<file path="config.mk">
export PLATFORM = sky130hd
export DESIGN_NAME = dactc_top
export DESIGN_NICKNAME = d
export VERILOG_FILES = /design/src/dactc_pkg.sv /design/src/dactc_top.sv /design/src/dactc_delay.sv
export SDC_FILE = /design/constraint.sdc
export NUM_CORES = 1
export LEC_CHECK = 0
export CORE_MARGIN = 2
export CORE_UTILIZATION = 35
export DETAILED_ROUTE_END_ITERATION = 10
export DONT_BUFFER_PORTS = 1
export REMOVE_ABC_BUFFERS = 1
export SYNTH_ARGS = -nofsm -noshare
export SYNTH_HDL_FRONTEND = slang
export SYNTH_HIERARCHICAL = 1
export SYNTH_SLANG_ARGS = --single-unit
</file>
<file path="constraint.sdc">
create_clock -name ref_clk_in -period 2 [get_ports ref_clk_in]
set_input_delay 0.1 -clock ref_clk_in [delete_from_list [all_inputs] [get_ports ref_clk_in]]
set_output_delay 0.1 -clock ref_clk_in [all_outputs]
set_load 0.05 [all_outputs]
</file>
<file path="src/dactc_pkg.sv">
// Purpose: Shared constants and types for the converter data and trigger control block.
// Assumes: One 250 MHz clock, AXI4-Lite register access with 32-bit data.
// Notes:   Register offsets are byte addresses; every field position is named here.
package dactc_pkg;
    // Register byte offsets.
    localparam logic [7:0] OFF_CTRL    = 8'h00;
    localparam logic [7:0] OFF_SOFT_TRIGGER_SOURCE   = 8'h04;
    localparam logic [7:0] OFF_HR12    = 8'h08;
    localparam logic [7:0] OFF_HL12    = 8'h0c;
    localparam logic [7:0] OFF_HR8     = 8'h10;
    localparam logic [7:0] OFF_HR12B   = 8'h14;
    localparam logic [7:0] OFF_HDUAL8  = 8'h28;
    localparam logic [7:0] OFF_OUTCODE = 8'h2c;
    localparam logic [7:0] OFF_FLAGS   = 8'h34;
    // Control register field positions.
    localparam int CTRL_EN_BIT   = 0;
    localparam int CTRL_BOFF_BIT = 1;
    localparam int CTRL_TEN_BIT  = 2;
    localparam int CTRL_TSEL_LO  = 3;
    localparam int CTRL_DMA_BIT  = 12;
    localparam int CTRL_UIE_BIT  = 13;
    localparam int FLAG_UDR_BIT  = 13;
    localparam int SOFT_TRIGGER_SOURCE_BIT     = 0;
    localparam logic [31:0] CTRL_RESET = 32'h0000_0000;
    localparam logic [31:0] CTRL_MASK  = 32'h0000_303f;
    // Trigger source codes.
    localparam logic [2:0] TSEL_TMR6  = 3'h0;
    localparam logic [2:0] TSEL_TMR3  = 3'h1;
    localparam logic [2:0] TSEL_TIMER_SEVEN  = 3'h2;
    localparam logic [2:0] TSEL_TMR15 = 3'h3;
    localparam logic [2:0] TSEL_TMR2  = 3'h4;
    localparam logic [2:0] TSEL_EXT   = 3'h6;
    localparam logic [2:0] TSEL_SOFT  = 3'h7;
    // Transfer delays in clock cycles after the trigger.
    localparam int HW_TRIG_CYCLES = 3;
    localparam int SW_TRIG_CYCLES = 1;
    localparam logic [1:0] SLVERR = 2'h2;
    localparam logic [1:0] OKAY   = 2'h0;
    // Hardware trigger inputs as one bundle.
    typedef struct packed {
        logic tmr6;
        logic tmr3;
        logic timer_seven;
        logic tmr15;
        logic tmr2;
        logic ext9;
    } dactc_trig_t;
    // Control fields.
    typedef struct packed {
        logic       uie;
        logic       dma;
        logic [2:0] tsel;
        logic       ten;
        logic       boff;
        logic       en;
    } dactc_ctrl_t;
endpackage

</file>
<file path="src/dactc_top.sv">
// Purpose: Data holding, trigger and transfer logic of a single 12-bit converter channel.
// Assumes: AXI4-Lite slave; trigger inputs are one-cycle pulses synchronous to ref_clk_in.
// Notes:   The rules that the logic keeps are listed below.
// Behaviour
// - Three holding formats, one shared register.
// - Enable bit drives analog power only.
// - Buffer-off bit inverted sense: 1 disables.
// - Output code register ignores bus writes.
// - Untriggered write transfers one cycle later.
// - Trigger enable gates transfer on trigger.
// - Three-bit source field selects trigger.
// - Code 010 selects timer seven trigger.
// - Source field ignored while triggering off.
// - Hardware trigger transfer after three cycles.
// - Software trigger transfer after one cycle.
// - Software trigger bit self-clears after transfer.
// - Control bit 12 enables DMA service.
// - Control bit 13 enables underrun interrupt.
// - Output code passed unchanged to converter.
// - Control register resets to zero.
// - Underrun flag bit 13, write one clears.
// - Dual 8-bit register feeds same path.
//
// The AXI4-Lite slave port was left to the implementer.
`timescale 1ns/1ps
module dactc_top #(
    parameter int CODE_W = 12
) (
    // Clock and reset.
    input  wire logic                 ref_clk_in,
    input  wire logic                 srst_in,
    // AXI4-Lite write channels.
    input  wire logic [7:0]           s_awaddr_in,
    input  wire logic                 s_awvalid_in,
    output logic                      s_awready_out,
    input  wire logic [31:0]          s_wdata_in,
    input  wire logic [3:0]           s_wstrb_in,
    input  wire logic                 s_wvalid_in,
    output logic                      s_wready_out,
    output logic [1:0]                s_bresp_out,
    output logic                      s_bvalid_out,
    input  wire logic                 s_bready_in,
    // AXI4-Lite read channels.
    input  wire logic [7:0]           s_araddr_in,
    input  wire logic                 s_arvalid_in,
    output logic                      s_arready_out,
    output logic [31:0]               s_rdata_out,
    output logic [1:0]                s_rresp_out,
    output logic                      s_rvalid_out,
    input  wire logic                 s_rready_in,
    // Trigger sources and DMA handshake.
    input  wire dactc_pkg::dactc_trig_t trig_in,
    output logic                      dma_req_out,
    input  wire logic                 dma_ack_in,
    // Analog side.
    output logic [CODE_W-1:0]         output_code_out,
    output logic                      analog_power_enable_out,
    output logic                      output_buffer_off_out,
    output logic                      underrun_irq_out
);
    dactc_pkg::dactc_ctrl_t ctrl_ff;
    logic [CODE_W-1:0] hold_ff;
    logic [CODE_W-1:0] code_ff;
    logic              soft_trigger_bit_ff;
    logic              underrun_flag_ff;
    logic              dma_req_ff;
    logic              direct_ff;
    logic [7:0]        awaddr_ff;
    logic [31:0]       wdata_ff;
    logic [3:0]        wstrb_ff;
    logic              aw_have_ff;
    logic              w_have_ff;
    logic              do_write;
    logic              hold_write;
    logic              hw_sel_pulse;
    logic              hw_done;
    logic              sw_done;
    logic              trig_evt;
    logic              transfer;
    logic [31:0]       rd_word;
    logic              rd_ok;
    logic [CODE_W:0]   hold_dec;

    // Decode a holding register write into a 12-bit code, or flag it as no holding register.
    function automatic logic [CODE_W:0] hold_decode(input logic [7:0] addr, input logic [31:0] d);
        unique case (addr)
            dactc_pkg::OFF_HR12, dactc_pkg::OFF_HR12B: hold_decode = {1'b1, d[CODE_W-1:0]};
            dactc_pkg::OFF_HL12:   hold_decode = {1'b1, d[CODE_W+3:4]};
            dactc_pkg::OFF_HR8, dactc_pkg::OFF_HDUAL8: hold_decode = {1'b1, d[7:0], 4'h0};
            default:               hold_decode = '0;
        endcase
    endfunction

    // Place the control fields at their register bit positions; the struct order is not the bit order.
    function automatic logic [31:0] ctrl_to_word(input dactc_pkg::dactc_ctrl_t c);
        logic [31:0] w;
        w                                = '0;
        w[dactc_pkg::CTRL_EN_BIT]        = c.en;
        w[dactc_pkg::CTRL_BOFF_BIT]      = c.boff;
        w[dactc_pkg::CTRL_TEN_BIT]       = c.ten;
        w[dactc_pkg::CTRL_TSEL_LO +: 3]  = c.tsel;
        w[dactc_pkg::CTRL_DMA_BIT]       = c.dma;
        w[dactc_pkg::CTRL_UIE_BIT]       = c.uie;
        return w;
    endfunction

    // Pick the control fields out of a register word.
    function automatic dactc_pkg::dactc_ctrl_t ctrl_from_word(input logic [31:0] w);
        dactc_pkg::dactc_ctrl_t c;
        c.en   = w[dactc_pkg::CTRL_EN_BIT];
        c.boff = w[dactc_pkg::CTRL_BOFF_BIT];
        c.ten  = w[dactc_pkg::CTRL_TEN_BIT];
        c.tsel = w[dactc_pkg::CTRL_TSEL_LO +: 3];
        c.dma  = w[dactc_pkg::CTRL_DMA_BIT];
        c.uie  = w[dactc_pkg::CTRL_UIE_BIT];
        return c;
    endfunction

    // Write address and data are taken independently, in either order.
    assign do_write = aw_have_ff && w_have_ff && !s_bvalid_out;
    assign hold_dec   = hold_decode(awaddr_ff, wdata_ff);
    assign hold_write = do_write && hold_dec[CODE_W];

    always_ff @(posedge ref_clk_in) begin
        if (srst_in) begin
            aw_have_ff    <= 1'b0;
            w_have_ff     <= 1'b0;
            awaddr_ff     <= '0;
            wdata_ff      <= '0;
            wstrb_ff      <= '0;
            s_awready_out <= 1'b0;
            s_wready_out  <= 1'b0;
            s_bvalid_out  <= 1'b0;
            s_bresp_out   <= dactc_pkg::OKAY;
        end else begin
            s_awready_out <= !aw_have_ff && !s_awready_out && !s_bvalid_out;
            s_wready_out  <= !w_have_ff && !s_wready_out && !s_bvalid_out;
            if (s_awvalid_in && s_awready_out) begin
                aw_have_ff <= 1'b1;
                awaddr_ff  <= s_awaddr_in;
                s_awready_out <= 1'b0;
            end
            if (s_wvalid_in && s_wready_out) begin
                w_have_ff <= 1'b1;
                wdata_ff  <= s_wdata_in;
                wstrb_ff  <= s_wstrb_in;
                s_wready_out <= 1'b0;
            end
            if (do_write) begin
                aw_have_ff   <= 1'b0;
                w_have_ff    <= 1'b0;
                s_bvalid_out <= 1'b1;
                s_bresp_out  <= (hold_dec[CODE_W] || awaddr_ff == dactc_pkg::OFF_CTRL ||
                                 awaddr_ff == dactc_pkg::OFF_SOFT_TRIGGER_SOURCE || awaddr_ff == dactc_pkg::OFF_FLAGS ||
                                 awaddr_ff == dactc_pkg::OFF_OUTCODE) ? dactc_pkg::OKAY : dactc_pkg::SLVERR;
            end else if (s_bvalid_out && s_bready_in) begin
                s_bvalid_out <= 1'b0;
            end
        end
    end

    // Control register; partial byte writes honour the strobes, reserved bits stay zero.
    always_ff @(posedge ref_clk_in) begin
        if (srst_in) begin
            ctrl_ff <= ctrl_from_word(dactc_pkg::CTRL_RESET);
        end else if (do_write && awaddr_ff == dactc_pkg::OFF_CTRL) begin
            if (wstrb_ff[0]) begin
                ctrl_ff.en   <= wdata_ff[dactc_pkg::CTRL_EN_BIT];
                ctrl_ff.boff <= wdata_ff[dactc_pkg::CTRL_BOFF_BIT];
                ctrl_ff.ten  <= wdata_ff[dactc_pkg::CTRL_TEN_BIT];
                ctrl_ff.tsel <= wdata_ff[dactc_pkg::CTRL_TSEL_LO +: 3];
            end
            if (wstrb_ff[1]) begin
                ctrl_ff.dma <= wdata_ff[dactc_pkg::CTRL_DMA_BIT];
                ctrl_ff.uie <= wdata_ff[dactc_pkg::CTRL_UIE_BIT];
            end
        end
    end

    // Holding register takes every format; the output code never sees a bus write.
    always_ff @(posedge ref_clk_in) begin
        if (srst_in) begin
            hold_ff <= '0;
        end else if (hold_write && wstrb_ff[0]) begin
            hold_ff <= hold_dec[CODE_W-1:0];
        end
    end

    // Hardware trigger selection; the field only matters while triggering is enabled.
    always_comb begin
        hw_sel_pulse = 1'b0;
        if (ctrl_ff.ten) begin
            unique case (ctrl_ff.tsel)
                dactc_pkg::TSEL_TMR6:  hw_sel_pulse = trig_in.tmr6;
                dactc_pkg::TSEL_TMR3:  hw_sel_pulse = trig_in.tmr3;
                dactc_pkg::TSEL_TIMER_SEVEN:  hw_sel_pulse = trig_in.timer_seven;
                dactc_pkg::TSEL_TMR15: hw_sel_pulse = trig_in.tmr15;
                dactc_pkg::TSEL_TMR2:  hw_sel_pulse = trig_in.tmr2;
                dactc_pkg::TSEL_EXT:   hw_sel_pulse = trig_in.ext9;
                default:               hw_sel_pulse = 1'b0;                       // Reserved and software codes.
            endcase
        end
    end

    // Hardware triggers take three cycles, the software one takes one.
    // A pulse sampled at edge T loads the code at T+3, counted like the software bit that loads one edge later.
    dactc_delay #(.DEPTH(dactc_pkg::HW_TRIG_CYCLES)) u_hw_delay (
        .ref_clk_in (ref_clk_in),
        .srst_in    (srst_in),
        .pulse_in   (hw_sel_pulse),
        .pulse_out  (hw_done)
    );

    assign sw_done = soft_trigger_bit_ff && ctrl_ff.ten && ctrl_ff.tsel == dactc_pkg::TSEL_SOFT;
    assign trig_evt = hw_done || sw_done;
    assign transfer = ctrl_ff.ten ? trig_evt : direct_ff;

    // A holding write with triggering off transfers on the next cycle.
    always_ff @(posedge ref_clk_in) begin
        if (srst_in) begin
            direct_ff <= 1'b0;
        end else begin
            direct_ff <= hold_write && !ctrl_ff.ten;
        end
    end

    // Output code only loads from the holding register.
    always_ff @(posedge ref_clk_in) begin
        if (srst_in) begin
            code_ff <= '0;
        end else if (transfer) begin
            code_ff <= hold_ff;
        end
    end

    // Software trigger bit: set by write of one, cleared by software or by the transfer.
    always_ff @(posedge ref_clk_in) begin
        if (srst_in) begin
            soft_trigger_bit_ff <= 1'b0;
        end else if (do_write && awaddr_ff == dactc_pkg::OFF_SOFT_TRIGGER_SOURCE && wstrb_ff[0]) begin
            soft_trigger_bit_ff <= wdata_ff[dactc_pkg::SOFT_TRIGGER_SOURCE_BIT];
        end else if (sw_done) begin
            soft_trigger_bit_ff <= 1'b0;
        end
    end

    // DMA request on each trigger; a trigger while still pending flags underrun.
    always_ff @(posedge ref_clk_in) begin
        if (srst_in) begin
            dma_req_ff <= 1'b0;
        end else if (ctrl_ff.dma && trig_evt) begin
            dma_req_ff <= 1'b1;
        end else if (dma_ack_in || !ctrl_ff.dma) begin
            dma_req_ff <= 1'b0;
        end
    end

    // Underrun flag: hardware set wins over a same-cycle write-one clear.
    always_ff @(posedge ref_clk_in) begin
        if (srst_in) begin
            underrun_flag_ff <= 1'b0;
        end else if (ctrl_ff.dma && trig_evt && dma_req_ff && !dma_ack_in) begin
            underrun_flag_ff <= 1'b1;
        end else if (do_write && awaddr_ff == dactc_pkg::OFF_FLAGS && wstrb_ff[1] &&
                     wdata_ff[dactc_pkg::FLAG_UDR_BIT]) begin
            underrun_flag_ff <= 1'b0;
        end
    end

    // Registered outputs to the analog part and interrupt line.
    always_ff @(posedge ref_clk_in) begin
        if (srst_in) begin
            output_code_out         <= '0;
            analog_power_enable_out <= 1'b0;
            output_buffer_off_out   <= 1'b0;
            underrun_irq_out        <= 1'b0;
            dma_req_out             <= 1'b0;
        end else begin
            output_code_out         <= (transfer) ? hold_ff : code_ff;
            analog_power_enable_out <= ctrl_ff.en;
            output_buffer_off_out   <= ctrl_ff.boff;
            underrun_irq_out        <= ctrl_ff.uie && underrun_flag_ff;
            dma_req_out             <= dma_req_ff;
        end
    end

    // Read mux; the software trigger register reads as zero being write-only.
    always_comb begin
        rd_word = '0;
        rd_ok   = 1'b1;
        unique case (s_araddr_in)
            dactc_pkg::OFF_CTRL:    rd_word = ctrl_to_word(ctrl_ff) & dactc_pkg::CTRL_MASK;
            dactc_pkg::OFF_SOFT_TRIGGER_SOURCE:   rd_word = '0;
            dactc_pkg::OFF_HR12, dactc_pkg::OFF_HR12B: rd_word = 32'(hold_ff);
            dactc_pkg::OFF_HL12:    rd_word = {16'h0000, hold_ff, 4'h0};
            dactc_pkg::OFF_HR8, dactc_pkg::OFF_HDUAL8: rd_word = {24'h00_0000, hold_ff[CODE_W-1:4]};
            dactc_pkg::OFF_OUTCODE: rd_word = 32'(code_ff);
            dactc_pkg::OFF_FLAGS:   rd_word = 32'(underrun_flag_ff) << dactc_pkg::FLAG_UDR_BIT;
            default:                rd_ok   = 1'b0;
        endcase
    end

    // Read channel: one read in flight; answer two cycles after the address is offered.
    always_ff @(posedge ref_clk_in) begin
        if (srst_in) begin
            s_arready_out <= 1'b0;
            s_rvalid_out  <= 1'b0;
            s_rdata_out   <= '0;
            s_rresp_out   <= dactc_pkg::OKAY;
        end else if (s_arvalid_in && s_arready_out) begin
            s_arready_out <= 1'b0;
            s_rvalid_out  <= 1'b1;
            s_rdata_out   <= rd_word;
            s_rresp_out   <= rd_ok ? dactc_pkg::OKAY : dactc_pkg::SLVERR;
        end else if (s_rvalid_out) begin
            if (s_rready_in) begin
                s_rvalid_out <= 1'b0;
            end
        end else begin
            s_arready_out <= s_arvalid_in && !s_arready_out;
        end
    end

    // Assertions.
    untrig_xfer_a: assert property (@(posedge ref_clk_in) disable iff (srst_in)
        hold_write && !ctrl_ff.ten |=> ##1 output_code_out == $past(hold_ff))
        else $error("Untriggered write did not reach output code.");
    hw_trig_delay_a: assert property (@(posedge ref_clk_in) disable iff (srst_in)
        hw_sel_pulse |-> ##3 transfer)
        else $error("Hardware trigger transfer not at third cycle.");
    sw_clear_a: assert property (@(posedge ref_clk_in) disable iff (srst_in)
        sw_done && !(do_write && awaddr_ff == dactc_pkg::OFF_SOFT_TRIGGER_SOURCE) |=> !soft_trigger_bit_ff)
        else $error("Software trigger bit not cleared after transfer.");
    code_stable_a: assert property (@(posedge ref_clk_in) disable iff (srst_in)
        !transfer |=> code_ff == $past(code_ff))
        else $error("Output code changed without a transfer.");
    src_ignored_a: assert property (@(posedge ref_clk_in) disable iff (srst_in)
        !ctrl_ff.ten |-> !hw_sel_pulse && !sw_done)
        else $error("Trigger taken while triggering disabled.");
    underrun_set_a: assert property (@(posedge ref_clk_in) disable iff (srst_in)
        ctrl_ff.dma && trig_evt && dma_req_ff && !dma_ack_in |=> underrun_flag_ff)
        else $error("Missed DMA service did not flag underrun.");
    irq_gate_a: assert property (@(posedge ref_clk_in) disable iff (srst_in)
        underrun_irq_out |-> $past(ctrl_ff.uie) && $past(underrun_flag_ff))
        else $error("Underrun interrupt without enable and flag.");
    buf_sense_a: assert property (@(posedge ref_clk_in) disable iff (srst_in)
        ##1 output_buffer_off_out == $past(ctrl_ff.boff))
        else $error("Buffer-off output does not follow control bit.");
    cov_untrig_c: cover property (@(posedge ref_clk_in) hold_write && !ctrl_ff.ten);
    cov_hw_c: cover property (@(posedge ref_clk_in) hw_done);
    cov_sw_c: cover property (@(posedge ref_clk_in) sw_done);
    cov_udr_c: cover property (@(posedge ref_clk_in) underrun_flag_ff);
endmodule

</file>
<file path="src/dactc_delay.sv">
// Purpose: Fixed-length pulse delay line for trigger timing.
// Assumes: Synchronous active-high reset.
// Notes:   A depth of one gives a single register stage.
`timescale 1ns/1ps
module dactc_delay #(
    parameter int DEPTH = 3
) (
    // Clock and reset.
    input  wire logic ref_clk_in,
    input  wire logic srst_in,
    // Pulse in and out.
    input  wire logic pulse_in,
    output logic      pulse_out
);
    logic [DEPTH-1:0] pipe_ff;

    generate
        if (DEPTH == 1) begin : g_single
            // A single stage only registers the pulse; no shift slice exists to elaborate.
            always_ff @(posedge ref_clk_in) begin
                if (srst_in) begin
                    pipe_ff <= '0;
                end else begin
                    pipe_ff[0] <= pulse_in;
                end
            end
        end else begin : g_chain
            // Shift the pulse through DEPTH stages.
            always_ff @(posedge ref_clk_in) begin
                if (srst_in) begin
                    pipe_ff <= '0;
                end else begin
                    pipe_ff <= {pipe_ff[DEPTH-2:0], pulse_in};
                end
            end
        end
    endgenerate

    assign pulse_out = pipe_ff[DEPTH-1];
endmodule

</file>
==> impl_summary.txt <==
----------------------------------------------------
[Status]
  Run status ... finished clean

[STA]
  Final setup violation count ... 0
  Final-report hold violation count ... 0
  TNS Setup ... 0 ns
  Time the final worst path needs with I/O delays and setup ... 1.811 ns
  Tcrit/Tclk final ... 90.57%
  Max Freq ... 552.1 MHz
  Remaining max-slew budget at the tightest pin ... 57.06%
  Unrepaired setup endpoints after global routing ... no
  Setup Skew ... 0.005564 ns
  Count of final max-slew check failures ... 0
  Slew at the pin closest to its max-slew limit ... 0.6391 ns

[Worst setup path]
  Depth of the worst register-to-register path ... 5
  Largest driver fanout on the critical path ... 8
  Slack of the worst reg-to-reg path ... 0.19 ns
  Critical path capture point type ... flip-flop
  Worst setup path startpoint ... awaddr_ff[0]
  WP depth ... 5
  Maximum single-stage delay on the critical path ... 0.63 ns
  Worst-path cell with the longest stage delay ... or4_4
  Number of buffers and inverters on the critical path ... 1
  Kind of critical path ... reg2reg
  Worst Path Arrival ... 2.08 ns
  Ordered cell list for the critical path ... or4_4 -> a211oi_4 -> buf_4 -> a222oi_1 -> a211oi_2
  Required time at the endpoint of the critical path ... 2.27 ns
  Dominant delay contributor by cell family on the critical path ... simple AND/OR/NAND/NOR gates
  Crit path launch type ... flip-flop
  Critical path endpoint ... hold_ff[6]
  R2R Path End ... hold_ff[6]
  R2r startpoint ... awaddr_ff[0]

[Synthesis]
  Synthesized area divided by synthesized cell count ... 8.946 um^2
  Top FF cell, synth ... dfxtp_1
  Main area contributors after synthesis ... dfxtp_1 (42%), nand2_1 (6.1%), mux2i_1 (5.6%)
  Top-area cell type share of the netlist area ... 41.99%
  Number of enable flip-flop cells after synthesis ... 0
  Synthesis warning total ... 6
  Cell variety after synth ... 55
  Flops & latches, synth ... 94
  Sequential share of the synthesized area ... 41.99%
  Cell area after synthesis ... 4482 um^2
  Largest area contributor in the synthesized netlist ... dfxtp_1
  Proportion of synthesized flip-flops having asynchronous set or reset ... 0%
  Gate Count Post-Synth ... 501

[Die]
  Number of placed I/O pins ... 123
  Die Wd ... 117.2 um
  Die Span Y ... 117.2 um
  Effective utilization at floorplan ... 35.66%
  Placement Rows ... 41
  Core Area ... 12570 um^2
  Die outline area ... 13730 um^2

[Clocking]
  Clock buffers created by TritonCTS ... 9
  Clock net sink count ... 94
  Number of H-tree branching levels ... 3
  Source-to-sink clock delay at the later pin of the worst-skew pair ... 0.34 ns
  Clk buf depth ... 2
  Clock root buffer ... clkbuf_16
  TritonCTS clock tree ... built
  Clk pin slew, worst setup/hold paths ... 0.07 ns

[Routing]
  Residual DRC ... 0
  Number of nets still failing antenna checks after routing ... 0
  Wire length reported by the detailed router ... 12020 um
  Vias ... 3867
  Mean routed wirelength per cell ... 16.40 um
  Pre-Repair DR Iteration Count ... 5
  Number of violations reported at the end of detailed-routing iteration 0 ... 279
  Via density per instance ... 5.276

[Final layout]
  Area of all sequential standard cells ... 1882 um^2
  Count of non-filler cells in the finished layout ... 733
  Total of fill cells in the finished design ... 1238
  Post-layout util ... 43.92%
  Area of the multi-input gates ... 2376 um^2
  Final net count ... 622
  Fraction of final layout cells with drive strength greater than 1 ... 14.08%
  Most used cells in the layout excluding fill and tap cells ... dfxtp_1 (94), nand2_1 (73), dlygate4sd3_1 (44)
  Most frequent standard cell in the layout excluding fill and tap cells ... dfxtp_1
  Growth of design area from synthesis to finish ... 23.17%
  Antenna cell count ... 0

[Global route]
  Vias in the first global route ... 3706
  Sum of overflow across all layers after global routing ... 0
  Wire length of the first global-routing pass ... 18490 um
  Gr usage total ... 17.30%
  Antenna violations before repair ... 0
  Pin count of the biggest net entering global routing ... 93

[Placed design]
  DP HPWL ... 8229 um
  Number of placed instances, taps included ... 670
  Number of input and output port buffers inserted ... 0
  Routability-driven placement congestion ratio ... 0.8622

[Power and ir drop]
  Sequential power share ... 47.7%
  Switching part of the total power ... 25.85%
  Combinational power share ... 10.0%
  Leakage ... 0.001936 uW
  Cell Int Power ... 3036 uW
  Maximum VDD drop ... 0.3563 mV
  Power dissipated by switching net loads ... 1059 uW
  Power per cell area ... 741.8 nW/um^2
  Part of the total power dissipated in the clock network ... 42.3%

[Flow run]
  Number of violations of the max-capacitance limit ... 0

[Worst hold path]
  Hold Crit Class ... in2reg

----------------------------------------------------
[sequential cells by signal, indices dropped and copies added (netlist names), 2 cells and up]
name	count
awaddr_ff	8
ctrl_ff	8
hold_ff	12
output_code_out	12
s_rdata_out	16
u_hw_delay/pipe_ff	3
wdata_ff	16
wstrb_ff	2
[routing by layer]
metal	routed length, um	track usage [%]	up-vias
li1	-	-	1887
met5	0	0	-
met2	5615	28.74	129
met1	5452	21.72	1842
met3	834	5.870	9
met4	115	4.078	0
[worst min-delay path, cell delays in order]
cell and delay [ns]:
nor4_1 0.05, nand4_1 0.09, a21oi_1 0.06
[what timing repair did]
item,4_1_cts,5_1_grt
hold buffers,45,0
endpoints found under the setup margin,0,9
hold endpoints to repair,84,0
gates resized for setup,0,2
setup buffers,0,2
[power by group through the flow]
stage	clock network (uW)	registers, uW	logic, uW
2_1_floorplan	0	2020	213
3_3_place_gp	0	1990	295
3_5_place_dp	0	2000	300
4_1_cts	1750	1950	400
5_1_grt	1830	1960	442
6_report	1730	1950	411
[cells by family (layout without fill, tap and decap cells)]
family | Yosys count | in the layout | share of synthesized area (%)
buffers and inverters | 54 | 97 | 6.644
DFF | 94 | 94 | 41.99
other | 1 | 18 | 0.08367
AOI/OAI and AO/OA | 132 | 132 | 22.19
and+or+nand+nor | 189 | 189 | 22.00
muxes | 31 | 31 | 7.091
[worst min-delay path by stage]
stage | start | to | slack, ns | cells after the start
floorplan | srst_in | hold_ff[10] | 0.16 | 1
global placement | srst_in | s_rvalid_out | 0.18 | 1
detailed placement | srst_in | s_rdata_out[15] | 0.18 | 1
CTS | s_arvalid_in | s_rresp_out[1] | 0.01 | 2
global route | s_araddr_in[5] | s_rdata_out[14] | 0.004 | 3
finish | s_araddr_in[5] | s_rdata_out[14] | 0.007 | 3
[cell usage after synthesis (3+ instances only)]
master	instances
mux2_2	6
nor2b_1	13
o2111ai_1	4
and3_1	7
nor4_1	5
buf_2	4
clkbuf_1	21
dfxtp_1	94
buf_4	20
a31oi_1	8
a22oi_1	10
a21boi_0	5
or3b_1	3
nor2_1	20
o21ai_0	7
o21ai_1	3
buf_1	6
a21oi_1	40
a211oi_4	4
a222oi_1	10
nor3_1	6
nand3b_1	6
a22o_1	6
nand2b_1	30
nand4_1	4
a221oi_1	6
a211oi_2	8
nand3_1	8
o22ai_1	4
nand2_1	73
mux2i_1	25
a21boi_1	6
[per-stage QoR]
stage | cell area [um^2] | power (uW) | setup WS (ns) | hold slack (ns)
6_report | 5520 | 4095 | 0.1886 | 0.007262
5_1_grt | 5520 | 4228 | 0.1407 | 0.004245
4_1_cts | 5495 | 4106 | 0.01697 | 0.01210
3_5_place_dp | 4727 | 2295 | 0.02835 | 0.1797
3_3_place_gp | 4727 | 2288 | 0.09035 | 0.1791
2_1_floorplan | 4252 | 2228 | -0.01984 | 0.1646
[layout make-up]
type	instances	area share, %
tap	172	3.898
inverter	1	0.06800
clock buffer	10	4.148
multi-input combinational	370	43.04
clock inverter	6	1.292
timing repair buffer	80	13.46
sequential	94	34.09
Power figures use the tool's default switching activity.
